### config.mk
export PLATFORM = sky130hd
export DESIGN_NAME = losc_config_control
export DESIGN_NICKNAME = d
export VERILOG_FILES = /design/src/losc_pkg.sv /design/src/losc_serial_port.sv /design/src/losc_config_control.sv
export SDC_FILE = /design/constraint.sdc
export NUM_CORES = 1
export LEC_CHECK = 0
export BUFFER_PORTS_ARGS = -buffer_cell sky130_fd_sc_hd__buf_2
export CORE_ASPECT_RATIO = 0.7
export CORE_MARGIN = 2
export CORE_UTILIZATION = 25
export DETAILED_ROUTE_END_ITERATION = 6
export PLACE_DENSITY = 0.44
export RECOVER_POWER = 50
export SLEW_MARGIN = 5
export SYNTH_ARGS = -nofsm -noshare
export SYNTH_HDL_FRONTEND = slang
export SYNTH_SLANG_ARGS = --single-unit
### constraint.sdc
create_clock -name clk -period 2.98 [get_ports clk]
set_input_delay 0.298 -clock clk [delete_from_list [all_inputs] [get_ports clk]]
set_output_delay 0.298 -clock clk [all_outputs]
set_load 0.05 [all_outputs]
### src/losc_pkg.sv
package losc_pkg;
  localparam logic [6:0] ADDR_BLOCK_EN = 7'h01;
  localparam logic [6:0] ADDR_INT_DIV = 7'h02;
  localparam logic [6:0] ADDR_FRAC_DIV = 7'h03;
  localparam logic [6:0] ADDR_MODULUS_DIVIDER = 7'h04;
  localparam logic [6:0] ADDR_PIN_MASK = 7'h10;
  localparam logic [6:0] ADDR_REF_OUT = 7'h21;
  localparam logic [6:0] ADDR_OSC_LODIV = 7'h22;
  localparam logic [6:0] ADDR_BALUN = 7'h30;
  localparam logic [6:0] ADDR_LIN_TRIM = 7'h31;
  localparam logic [6:0] ADDR_QUAD_POL = 7'h32;
  localparam logic [6:0] ADDR_INT_SET = 7'h49;
  localparam logic [6:0] ADDR_STATUS = 7'h7f;
  localparam int ADDR_W = 7;
  localparam int DATA_W = 16;
  localparam int FRAME_BITS = 24;
  // Reset values
  localparam logic [15:0] RST_ZERO = 16'h0000;
  localparam logic [15:0] RST_REF_OUT = 16'h0000;
  localparam logic [15:0] RST_OSC_LODIV = 16'h0000;
  localparam logic [15:0] RST_QUAD_POL = 16'h0600;
  // Field positions
  localparam int UNIT_RATE_BIT = 7;
  localparam int DOUBLE_RATE_BIT = 8;
  localparam int TOS_LSB = 4;
  localparam int SENSE_BIT = 3;
  localparam int OSC_LSB = 0;
  localparam int QDIV_BIT = 3;
  localparam int EDIV_BIT = 4;
  localparam int HALVE_BIT = 5;
  localparam int AMP_LSB = 6;
  localparam int BIN_LSB = 0;
  localparam int BOUT_LSB = 4;
  localparam int CTRIM_LSB = 0;
  localparam int RTRIM_LSB = 6;
  localparam int IPOL_LSB = 8;
  localparam int QPOL_LSB = 10;
  localparam logic [2:0] OSC_EXTERNAL = 3'h4;
  localparam logic [2:0] TOS_LOCK = 3'h0;
  localparam logic [2:0] TOS_CAL_BUSY = 3'h1;
  localparam logic [2:0] TOS_PIN = 3'h2;
  localparam logic [2:0] TOS_LOW = 3'h3;
  localparam logic [2:0] TOS_HIGH = 3'h4;
  localparam logic [1:0] SENSE_NORMAL = 2'h1;
  localparam logic [1:0] SENSE_INVERT = 2'h2;
  localparam int GATED_BLOCKS = 11;
  // Calibration length in detector reference cycles
  localparam int CAL_CYCLES = 94208;
  localparam int SETTLE_CYCLES = 64;
  typedef enum logic [3:0] {
    LOSC_IDLE = 4'b0001,
    LOSC_CAL = 4'b0010,
    LOSC_SETTLE = 4'b0100,
    LOSC_LOCKED = 4'b1000
  } losc_state_t;
  typedef struct packed {
    logic [2:0] oscCoreSel;
    logic externalLo;
    logic [3:0] finalLoRatio;
    logic [1:0] outputAmplitudeSel;
    logic doubleRateOut;
    logic unitRateOut;
    logic [1:0] iSense;
    logic [1:0] qSense;
    logic iInverted;
    logic qInverted;
    logic outBelowWhenQLeads;
  } losc_lo_cfg_t;
  typedef struct packed {
    logic [3:0] balunInputCap;
    logic [3:0] balunOutputCap;
    logic [6:0] resistiveTrim;
    logic [5:0] capacitiveTrim;
  } losc_trim_t;
endpackage

### src/losc_serial_port.sv
`timescale 1ns/1ps
`default_nettype none
module losc_serial_port
(
  input wire logic clk,
  input wire logic arst_n,
  input wire logic ce,
  input wire logic csN,
  input wire logic sclk,
  input wire logic sdioIn,
  output logic sdioOut,
  output logic sdioOe,
  output logic [6:0] regAddr,
  input wire logic [15:0] rdData,
  output logic wrStrobe,
  output logic [15:0] wrData
);
  logic [4:0] cnt_r, cnt_nxt;
  logic [6:0] addr_r, addr_nxt;
  logic rd_r, rd_nxt;
  logic [15:0] sh_r, sh_nxt;
  logic [4:0] dcnt_r, dcnt_nxt;
  logic sclkD_r, csD_r;
  logic wr_r, wr_nxt;
  logic [15:0] wd_r, wd_nxt;
  logic oe_r, oe_nxt;
  logic so_r, so_nxt;
  logic rise, fall, csEnd;

  assign rise = sclk & ~sclkD_r & ~csN;
  assign fall = ~sclk & sclkD_r & ~csN;
  assign csEnd = csN & ~csD_r;

  always_comb
  begin
    cnt_nxt = cnt_r;
    addr_nxt = addr_r;
    rd_nxt = rd_r;
    sh_nxt = sh_r;
    dcnt_nxt = dcnt_r;
    wr_nxt = 1'b0;
    wd_nxt = wd_r;
    oe_nxt = oe_r;
    so_nxt = so_r;
    if (csN)
    begin
      cnt_nxt = 5'h00;
      dcnt_nxt = 5'h00;
      oe_nxt = 1'b0;
      // Partial or overlong writes keep the latched tail
      if (csEnd && !rd_r && dcnt_r != 5'h00)
      begin
        wr_nxt = 1'b1;
        wd_nxt = sh_r;
      end
    end
    else if (rise)
    begin
      if (cnt_r < 5'd7)
        addr_nxt = {addr_r[5:0], sdioIn};
      else if (cnt_r == 5'd7)
        rd_nxt = sdioIn;
      else if (!rd_r)
      begin
        sh_nxt = {sh_r[14:0], sdioIn};
        if (dcnt_r != 5'h1f)
          dcnt_nxt = dcnt_r + 5'h01;
      end
      if (cnt_r != 5'h1f)
        cnt_nxt = cnt_r + 5'h01;
    end
    else if (fall && rd_r && cnt_r >= 5'd8)
    begin
      if (cnt_r == 5'd8)
        sh_nxt = rdData;
      else
        sh_nxt = {sh_r[14:0], 1'b0};
      so_nxt = (cnt_r == 5'd8) ? rdData[15] : sh_r[14];
      oe_nxt = (cnt_r < 5'd24);
    end
  end

  always_ff @(posedge clk or negedge arst_n)
  begin
    if (!arst_n)
    begin
      cnt_r <= 5'h00;
      addr_r <= 7'h00;
      rd_r <= 1'b0;
      sh_r <= 16'h0000;
      dcnt_r <= 5'h00;
      sclkD_r <= 1'b0;
      csD_r <= 1'b1;
      wr_r <= 1'b0;
      wd_r <= 16'h0000;
      oe_r <= 1'b0;
      so_r <= 1'b0;
    end
    else if (ce)
    begin
      cnt_r <= cnt_nxt;
      addr_r <= addr_nxt;
      rd_r <= rd_nxt;
      sh_r <= sh_nxt;
      dcnt_r <= dcnt_nxt;
      sclkD_r <= sclk;
      csD_r <= csN;
      wr_r <= wr_nxt;
      wd_r <= wd_nxt;
      oe_r <= oe_nxt;
      so_r <= so_nxt;
    end
  end

  assign regAddr = addr_r;
  assign wrStrobe = wr_r;
  assign wrData = wd_r;
  assign sdioOut = so_r;
  assign sdioOe = oe_r;
endmodule
`default_nettype wire

### src/losc_config_control.sv
// Function
// - Divider writes start band calibration automatically
// - Calibration lasts 94,208 reference cycles
// - Output select routes lock detect by default
// - Oscillator select value four picks external LO
// - Channel sense codes decoded per channel
// - Sideband placement follows channel sense pair
// - Double-rate and halving bits pick output rate
// - Unit-rate output path enable bit
// - Two-bit output amplitude select
// - Resistive and capacitive linearity trim fields
// - Balun input and output capacitance fields
// - Fast pin gates enabled, masked blocks
// - Final Final_lo_ratio by 2, 4, 8
// - Divide bits select ratio 2, 4, 8
// - Unmasked or disabled blocks ignore pin
// - Seven address, rw, sixteen data, MSB first
`timescale 1ns/1ps
`default_nettype none
module losc_config_control
(
  input wire logic clk,
  input wire logic arst_n,
  input wire logic ce,
  input wire logic csN,
  input wire logic sclk,
  input wire logic sdioIn,
  output logic sdioOut,
  output logic sdioOe,
  input wire logic fastEnablePin,
  input wire logic loopPhaseOk,
  output logic multiplexedOutputPin,
  output logic [10:0] blockEnableOut,
  output losc_pkg::losc_lo_cfg_t loCfg,
  output losc_pkg::losc_trim_t trimCfg,
  output logic detectorSense,
  output logic [13:0] internalSettings,
  output logic [15:0] integerDivider,
  output logic [15:0] fractionDivider,
  output logic [15:0] modulusValue,
  output logic calBusy
);
  logic [6:0] regAddr;
  logic wrStrobe;
  logic [15:0] wrData;
  logic [15:0] rdData;

  logic [15:0] blockEnables_r, blockEnables_nxt;
  logic [15:0] intDiv_r, intDiv_nxt;
  logic [15:0] fracDiv_r, fracDiv_nxt;
  logic [15:0] modDiv_r, modDiv_nxt;
  logic [15:0] pinGatingMask_r, pinGatingMask_nxt;
  logic [15:0] refOut_r, refOut_nxt;
  logic [15:0] oscLo_r, oscLo_nxt;
  logic [15:0] balun_r, balun_nxt;
  logic [15:0] linTrim_r, linTrim_nxt;
  logic [15:0] quadPol_r, quadPol_nxt;
  logic [15:0] intSet_r, intSet_nxt;
  logic [2:0] divSeen_r, divSeen_nxt;

  losc_pkg::losc_state_t state_r, state_nxt;
  logic [16:0] calCnt_r, calCnt_nxt;
  logic lock_r, lock_nxt;
  logic busy_r, busy_nxt;
  logic mux_r, mux_nxt;
  logic [10:0] blkEn_r, blkEn_nxt;
  losc_pkg::losc_lo_cfg_t loCfg_r, loCfg_nxt;
  logic [3:0] ratio;

  losc_serial_port u_port
  (
    .clk(clk),
    .arst_n(arst_n),
    .ce(ce),
    .csN(csN),
    .sclk(sclk),
    .sdioIn(sdioIn),
    .sdioOut(sdioOut),
    .sdioOe(sdioOe),
    .regAddr(regAddr),
    .rdData(rdData),
    .wrStrobe(wrStrobe),
    .wrData(wrData)
  );

  // Register writes
  always_comb
  begin
    blockEnables_nxt = blockEnables_r;
    intDiv_nxt = intDiv_r;
    fracDiv_nxt = fracDiv_r;
    modDiv_nxt = modDiv_r;
    pinGatingMask_nxt = pinGatingMask_r;
    refOut_nxt = refOut_r;
    oscLo_nxt = oscLo_r;
    balun_nxt = balun_r;
    linTrim_nxt = linTrim_r;
    quadPol_nxt = quadPol_r;
    intSet_nxt = intSet_r;
    divSeen_nxt = divSeen_r;
    // Clear first so a divider write in the same cycle still counts
    if (divSeen_r == 3'h7)
      divSeen_nxt = 3'h0;
    if (wrStrobe)
    begin
      case (regAddr)
        losc_pkg::ADDR_BLOCK_EN: blockEnables_nxt = wrData;
        losc_pkg::ADDR_INT_DIV:
        begin
          intDiv_nxt = wrData;
          divSeen_nxt[0] = 1'b1;
        end
        losc_pkg::ADDR_FRAC_DIV:
        begin
          fracDiv_nxt = wrData;
          divSeen_nxt[1] = 1'b1;
        end
        losc_pkg::ADDR_MODULUS_DIVIDER:
        begin
          modDiv_nxt = wrData;
          divSeen_nxt[2] = 1'b1;
        end
        losc_pkg::ADDR_PIN_MASK: pinGatingMask_nxt = wrData;
        losc_pkg::ADDR_REF_OUT: refOut_nxt = wrData;
        losc_pkg::ADDR_OSC_LODIV: oscLo_nxt = wrData;
        losc_pkg::ADDR_BALUN: balun_nxt = wrData;
        losc_pkg::ADDR_LIN_TRIM: linTrim_nxt = wrData;
        losc_pkg::ADDR_QUAD_POL: quadPol_nxt = wrData;
        losc_pkg::ADDR_INT_SET: intSet_nxt = wrData;
        default: ;
      endcase
    end
  end

  always_ff @(posedge clk or negedge arst_n)
  begin
    if (!arst_n)
    begin
      blockEnables_r <= losc_pkg::RST_ZERO;
      intDiv_r <= losc_pkg::RST_ZERO;
      fracDiv_r <= losc_pkg::RST_ZERO;
      modDiv_r <= losc_pkg::RST_ZERO;
      pinGatingMask_r <= losc_pkg::RST_ZERO;
      refOut_r <= losc_pkg::RST_REF_OUT;
      oscLo_r <= losc_pkg::RST_OSC_LODIV;
      balun_r <= losc_pkg::RST_ZERO;
      linTrim_r <= losc_pkg::RST_ZERO;
      quadPol_r <= losc_pkg::RST_QUAD_POL;
      intSet_r <= losc_pkg::RST_ZERO;
      divSeen_r <= 3'h0;
    end
    else if (ce)
    begin
      blockEnables_r <= blockEnables_nxt;
      intDiv_r <= intDiv_nxt;
      fracDiv_r <= fracDiv_nxt;
      modDiv_r <= modDiv_nxt;
      pinGatingMask_r <= pinGatingMask_nxt;
      refOut_r <= refOut_nxt;
      oscLo_r <= oscLo_nxt;
      balun_r <= balun_nxt;
      linTrim_r <= linTrim_nxt;
      quadPol_r <= quadPol_nxt;
      intSet_r <= intSet_nxt;
      divSeen_r <= divSeen_nxt;
    end
  end

  // Readback; status word reports the calibration engine
  always_comb
  begin
    case (regAddr)
      losc_pkg::ADDR_BLOCK_EN: rdData = blockEnables_r;
      losc_pkg::ADDR_INT_DIV: rdData = intDiv_r;
      losc_pkg::ADDR_FRAC_DIV: rdData = fracDiv_r;
      losc_pkg::ADDR_MODULUS_DIVIDER: rdData = modDiv_r;
      losc_pkg::ADDR_PIN_MASK: rdData = pinGatingMask_r;
      losc_pkg::ADDR_REF_OUT: rdData = refOut_r;
      losc_pkg::ADDR_OSC_LODIV: rdData = oscLo_r;
      losc_pkg::ADDR_BALUN: rdData = balun_r;
      losc_pkg::ADDR_LIN_TRIM: rdData = linTrim_r;
      losc_pkg::ADDR_QUAD_POL: rdData = quadPol_r;
      losc_pkg::ADDR_INT_SET: rdData = intSet_r;
      losc_pkg::ADDR_STATUS: rdData = {12'h000, state_r};
      default: rdData = 16'h0000;
    endcase
  end

  // Calibration and lock sequencing
  always_comb
  begin
    state_nxt = state_r;
    calCnt_nxt = calCnt_r;
    // A new divider set restarts calibration from any state
    if (divSeen_r == 3'h7)
    begin
      state_nxt = losc_pkg::LOSC_CAL;
      calCnt_nxt = 17'(losc_pkg::CAL_CYCLES - 1);
    end
    else
    begin
      case (state_r)
        losc_pkg::LOSC_IDLE: ;
        losc_pkg::LOSC_CAL:
        begin
          if (calCnt_r == 17'h00000)
          begin
            state_nxt = losc_pkg::LOSC_SETTLE;
            calCnt_nxt = 17'(losc_pkg::SETTLE_CYCLES - 1);
          end
          else
            calCnt_nxt = calCnt_r - 17'h00001;
        end
        losc_pkg::LOSC_SETTLE:
        begin
          if (calCnt_r != 17'h00000)
            calCnt_nxt = calCnt_r - 17'h00001;
          else if (loopPhaseOk)
            state_nxt = losc_pkg::LOSC_LOCKED;
        end
        losc_pkg::LOSC_LOCKED:
        begin
          if (!loopPhaseOk)
            state_nxt = losc_pkg::LOSC_SETTLE;
        end
        default: state_nxt = losc_pkg::LOSC_IDLE;
      endcase
    end
    lock_nxt = (state_nxt == losc_pkg::LOSC_LOCKED);
    busy_nxt = (state_nxt == losc_pkg::LOSC_CAL);
  end

  // Output mux and LO configuration decode
  always_comb
  begin
    case (refOut_r[losc_pkg::TOS_LSB +: 3])
      losc_pkg::TOS_LOCK: mux_nxt = lock_nxt;
      losc_pkg::TOS_CAL_BUSY: mux_nxt = busy_nxt;
      losc_pkg::TOS_PIN: mux_nxt = fastEnablePin;
      losc_pkg::TOS_LOW: mux_nxt = 1'b0;
      losc_pkg::TOS_HIGH: mux_nxt = 1'b1;
      default: mux_nxt = 1'b0;
    endcase
    case (oscLo_r[losc_pkg::EDIV_BIT -: 2])
      2'b00: ratio = 4'd2;
      2'b01: ratio = 4'd4;
      2'b11: ratio = 4'd8;
      default: ratio = 4'd0;
    endcase
    loCfg_nxt.oscCoreSel = oscLo_r[losc_pkg::OSC_LSB +: 3];
    loCfg_nxt.externalLo = (oscLo_r[losc_pkg::OSC_LSB +: 3] == losc_pkg::OSC_EXTERNAL);
    loCfg_nxt.finalLoRatio = ratio;
    loCfg_nxt.outputAmplitudeSel = oscLo_r[losc_pkg::AMP_LSB +: 2];
    // Double rate needs the halving stage off; otherwise the LO rate
    loCfg_nxt.doubleRateOut = blockEnables_r[losc_pkg::DOUBLE_RATE_BIT] & ~oscLo_r[losc_pkg::HALVE_BIT];
    loCfg_nxt.unitRateOut = blockEnables_r[losc_pkg::UNIT_RATE_BIT];
    loCfg_nxt.iSense = quadPol_r[losc_pkg::IPOL_LSB +: 2];
    loCfg_nxt.qSense = quadPol_r[losc_pkg::QPOL_LSB +: 2];
    loCfg_nxt.iInverted = (quadPol_r[losc_pkg::IPOL_LSB +: 2] == losc_pkg::SENSE_INVERT);
    loCfg_nxt.qInverted = (quadPol_r[losc_pkg::QPOL_LSB +: 2] == losc_pkg::SENSE_NORMAL);
    // Only one inverted channel flips the sideband
    loCfg_nxt.outBelowWhenQLeads = ~(loCfg_nxt.iInverted ^ loCfg_nxt.qInverted);
  end

  // Per-block fast pin gating
  for (genvar b = 0; b < losc_pkg::GATED_BLOCKS; b++)
  begin : g_gate
    always_comb
    begin
      if (blockEnables_r[b] && pinGatingMask_r[b])
        blkEn_nxt[b] = fastEnablePin;
      else
        blkEn_nxt[b] = blockEnables_r[b];
    end
  end

  always_ff @(posedge clk or negedge arst_n)
  begin
    if (!arst_n)
    begin
      state_r <= losc_pkg::LOSC_IDLE;
      calCnt_r <= 17'h00000;
      lock_r <= 1'b0;
      busy_r <= 1'b0;
      mux_r <= 1'b0;
      blkEn_r <= 11'h000;
      loCfg_r <= '0;
    end
    else if (ce)
    begin
      state_r <= state_nxt;
      calCnt_r <= calCnt_nxt;
      lock_r <= lock_nxt;
      busy_r <= busy_nxt;
      mux_r <= mux_nxt;
      blkEn_r <= blkEn_nxt;
      loCfg_r <= loCfg_nxt;
    end
  end

  assign multiplexedOutputPin = mux_r;
  assign blockEnableOut = blkEn_r;
  assign loCfg = loCfg_r;
  assign calBusy = busy_r;
  assign trimCfg = {balun_r[losc_pkg::BIN_LSB +: 4], balun_r[losc_pkg::BOUT_LSB +: 4],
                    linTrim_r[losc_pkg::RTRIM_LSB +: 7], linTrim_r[losc_pkg::CTRIM_LSB +: 6]};
  assign detectorSense = refOut_r[losc_pkg::SENSE_BIT];
  assign internalSettings = intSet_r[13:0];
  assign integerDivider = intDiv_r;
  assign fractionDivider = fracDiv_r;
  assign modulusValue = modDiv_r;
endmodule
`default_nettype wire

==> summary.md <==
| Metric | Value |
|---|---|
| Class of the most critical hold timing path | in2reg |
| Number of global-route vias before repair | 10280 |
| Number of placed instances, taps included | 2017 |
| Post-synth EDFFs | 0 |
| CTS tree | yes |
| Final instance area | approximately 17000 µm² |
| Yosys warning total | 0 |
| Max transition margin | -0.04551 |
| Peak Freq | 371.9 MHz |
| Final-report hold violation count | 0 |
| Clock network latency to the later pin of the worst-skew pair | just under 0.6 ns |
| Die extent in y | between 200 and 250 µm |
| Boundary pin count | roughly 130 |
| Classification of the worst setup path | reg2reg |
| Global-route wire length before repair | 72550 µm |
| Max VDD drop | 451.1 µV |
| Final worst-path cycle share | 0.9024 |
| Post-synthesis sequential element count | 286 |
| Die Span X | 287.2 µm |
| Finished Core Util | 0.2979 |
| Number of antenna cells inserted | 0 |
| Vias after detailed routing | 10250 |
| Sum of net half-perimeters after detailed placement | 34670 µm |
| Post-layout minimum cycle time | between 2 and 3 ns |
| Total number of placement rows | 72 |
| Initial core utilization | 0.2534 |
| Syn Std Cell Area | 14040 µm² |
| Slew at the pin closest to its max-slew limit | between 1.5 and 2 ns |
| Area growth, synth to finish | 17.57% |
| Summed negative setup slack over all endpoints | 0 ns |
| Leakage power figure | 7.626 nW |
| Area of the core | 55400 µm² |
| Failing checks | capacitance limit, slew limit |
| Longest individual stage delay on the worst path | 0.66 ns |
| Overall overflow remaining after global route | 0 |
| Highest net fanout along the worst path | 21 |
| Synthesized area per cell | ~12 µm² |
| Total Die Area | approximately 58000 µm² |
| Nets in the synthesized netlist | roughly 1200 |
| Final Max Tran Viols | 84 |
| First-pass detailed-route iteration total | 7 |
| Most repeated library cell on the critical path | buf_4 |
| Maximum number of pins on one net before global-route repair | 93 |
| Maxcap violations | 2 |
| Overall track demand over capacity in global routing | 0.1683 |
| Share of the yosys chip area belonging to registers | 0.5101 |
| Clock skew after layout | 0.009910 ns |
| CTS Root Buffer Type | clkbuf_16 |
| Fraction of synthesis flops using an asynchronous set or reset pin | 1.000 |
| Data arrival time of the worst path | 3.15 ns |
| Most common cell after layout, fill and taps aside | dfrtp_1 |
| Ratio of cells with drive above 1 in the final layout | 0.3630 |
| Count of buffering cells on the critical path with inverters included | 2 |
| Number of buffer cells added on primary ports | between 100 and 150 |
| DRC violation count after routing | 0 |
| Result of the run | complete, but fails checks |
| Setup-violating endpoint count in the final report | 0 |
| H-tree Lvls | 1 |
| Crit-path cells | buf_4 -> nor4_2 -> and2_1 -> nor2b_2 -> buf_4 -> mux2_2 |
| Starting DRC count in detailed routing | 826 |
| Critical path startpoint category | flip-flop |
| Synth Flop Type | dfrtp_1 |
| Unrepaired setup endpoints after global routing | no |
| Most frequent cells in the layout | dfrtp_1, mux2_2, buf_2 |
| DRT Wirelength | 48990 µm |
| Average wire per cell in the routed design | 23.60 µm |
| Number of distinct standard cells referenced by the synthesized netlist | 84 |
| Antenna violations before repair | 2 |
| Worst-path clk slew | 0.07 ns |
| Sink count of the clock tree | 286 |
| Standard cell area after detailed placement | 15470 µm² |
| Final weighted congestion in routability-driven placement | around 0.82 |
| Layout Cells excl Fill | 2076 |
| Standard cell with the maximum stage delay on the critical path | dfrtp_1 |
| Worst hold margin | 0.1026 ns |
| Clock buffers created by TritonCTS | 30 |
| Nature of the critical path endpoint | flip-flop |
| Detailed-route vias per instance | 4.936 |
| Worst path top cell family by delay | simple AND/OR/NAND/NOR gates |
| Worst endpoint required time | 3.44 ns |
| Buffers inserted during post-CTS setup optimization | 0 |
| Final ANT Viol Nets | 0 |
| Total power divided by cell area | between 800 and 900 nW/µm² |
| Number of instances in the synthesized netlist | 1198 |
| Maximum count of clock buffers along a single path | 3 |
| Net count, final | 1328 |
==> tightest hold or removal path: cells and delay by family <==
kind / cells / cell delay, ns
AND/OR/NAND/NOR: 1 / 0.13
buffers and inverters: 1 / 0.13
AO/OA/AOI/OAI: 1 / 0.09
==> metrics by stage <==
step | worst slack (ns) | power [mW]
after floorplan | 0.8750 | 8.634
after global placement | 0.2586 | 10.45
after detailed placement | 0.2252 | 10.50
after CTS | 0.2100 | 14.73
after global routing | 0.07393 | 15.29
final | 0.2909 | 14.60
==> final timing paths <==
path	from	endpoint	slack (ns)	depth (start not counted)
worst max-delay path	u_port.regAddr[5]$_DFFE_PN0P_	intSet_r[1]$_DFFE_PN0P_	0.29	6
worst min-delay path	loopPhaseOk	state_r[3]$_DFFE_PN0P_	0.10	3
worst max register to register	u_port.regAddr[5]$_DFFE_PN0P_	intSet_r[1]$_DFFE_PN0P_	0.29	6
worst min register to register	u_port.csD_r$_DFFE_PN1P_	u_port.csD_r$_DFFE_PN1P_	0.48	2
max in group asynchronous	arst_n	loCfg[8]$_DFFE_PN0P_	0.54	3
min in group asynchronous	arst_n	u_port.dcnt_r[2]$_DFFE_PN0P_	0.64	2
==> logic make-up after synthesis <==
family                     count (synthesis)  share of synthesized area
DFF                                      286                     0.5101
and+or+nand+nor                          266                     0.1104
muxes                                    239                     0.1935
AOI/OAI and AO/OA                        231                     0.1098
buffers and inverters                    157                    0.06256
xor gates and xnor gates                  10                   0.006239
adders and majority gates                  8                   0.007130
other                                      1                  0.0002671
==> layer usage <==
metal  routed length, µm  track usage  vias to the layer above
met1               24850       0.2640                     5330
li1                    -            -                     4562
met4                 750      0.02716                        0
met5                   0            0                        -
met2               19920       0.2324                      307
met3                3459      0.04063                       48
==> power by group <==
part	switching, mW	internal, mW	total (mW)
Combinational	2.98	1.50	4.48
Sequential	1.27	4.67	5.95
Clock	1.68	2.49	4.17
==> flip-flops by register name (all words and copies together), names as in the netlist, 11 cells and up <==
signal / cells
u_port.wrData: 16
loCfg: 18
fractionDivider: 16
u_port.sh_r: 16
balun_r: 16
blockEnables_r: 16
intSet_r: 16
blockEnableOut: 11
integerDivider: 16
refOut_r: 16
quadPol_r: 16
modulusValue: 16
oscLo_r: 16
linTrim_r: 16
calCnt_r: 17
pinGatingMask_r: 16
==> cell usage after synthesis, types with 4 or more instances <==
master / instances / area (µm²)
dfrtp_1: 282 / 7057
mux2_2: 217 / 2444
nand2_1: 69 / 259.0
o21ai_0: 60 / 300.3
nor2_1: 51 / 191.4
buf_4: 50 / 375.4
inv_1: 43 / 161.4
a21oi_1: 39 / 195.2
a22oi_1: 31 / 232.7
clkbuf_1: 31 / 116.4
nand3_1: 31 / 155.2
buf_2: 21 / 105.1
nor3_1: 21 / 105.1
a31oi_1: 16 / 100.1
a22o_1: 15 / 131.4
o211ai_1: 14 / 105.1
and3_1: 10 / 62.56
buf_6: 10 / 112.6
mux2_4: 10 / 150.1
mux2i_1: 10 / 100.1
nor2b_1: 9 / 56.30
ha_1: 8 / 100.1
a222oi_1: 7 / 70.07
nand2b_1: 7 / 43.79
nand3b_1: 7 / 52.55
xor2_1: 7 / 61.31
a32oi_1: 6 / 52.55
and2_1: 6 / 37.54
o31ai_1: 6 / 45.04
a211oi_1: 5 / 37.54
nand4_1: 5 / 31.28
and4_1: 4 / 35.03
dfstp_2: 4 / 105.1
nor3_4: 4 / 65.06
nor4_2: 4 / 50.05
nor4b_1: 4 / 35.03
o21ai_1: 4 / 20.02
or3b_2: 4 / 35.03
==> layout make-up <==
| cell class | count | area, µm² |
|---|---|---|
| fillers | 5712 | 38900 |
| flip-flops and latches | 286 | 7162 |
| multi-input cells | 755 | 6016 |
| repair buffers | 195 | 1166 |
| well taps | 740 | 925.9 |
| clock buffers | 40 | 839.6 |
| clock inverters | 16 | 232.7 |
| inverters | 44 | 165.2 |
==> repair_timing <==
item / in CTS / in global routing
resized for setup: 0 / 1
hold buffers: 3 / 0
endpoints found under the hold margin: 56 / 0
setup endpoints to repair: 0 / 5
(Power assumes the default switching activity.)
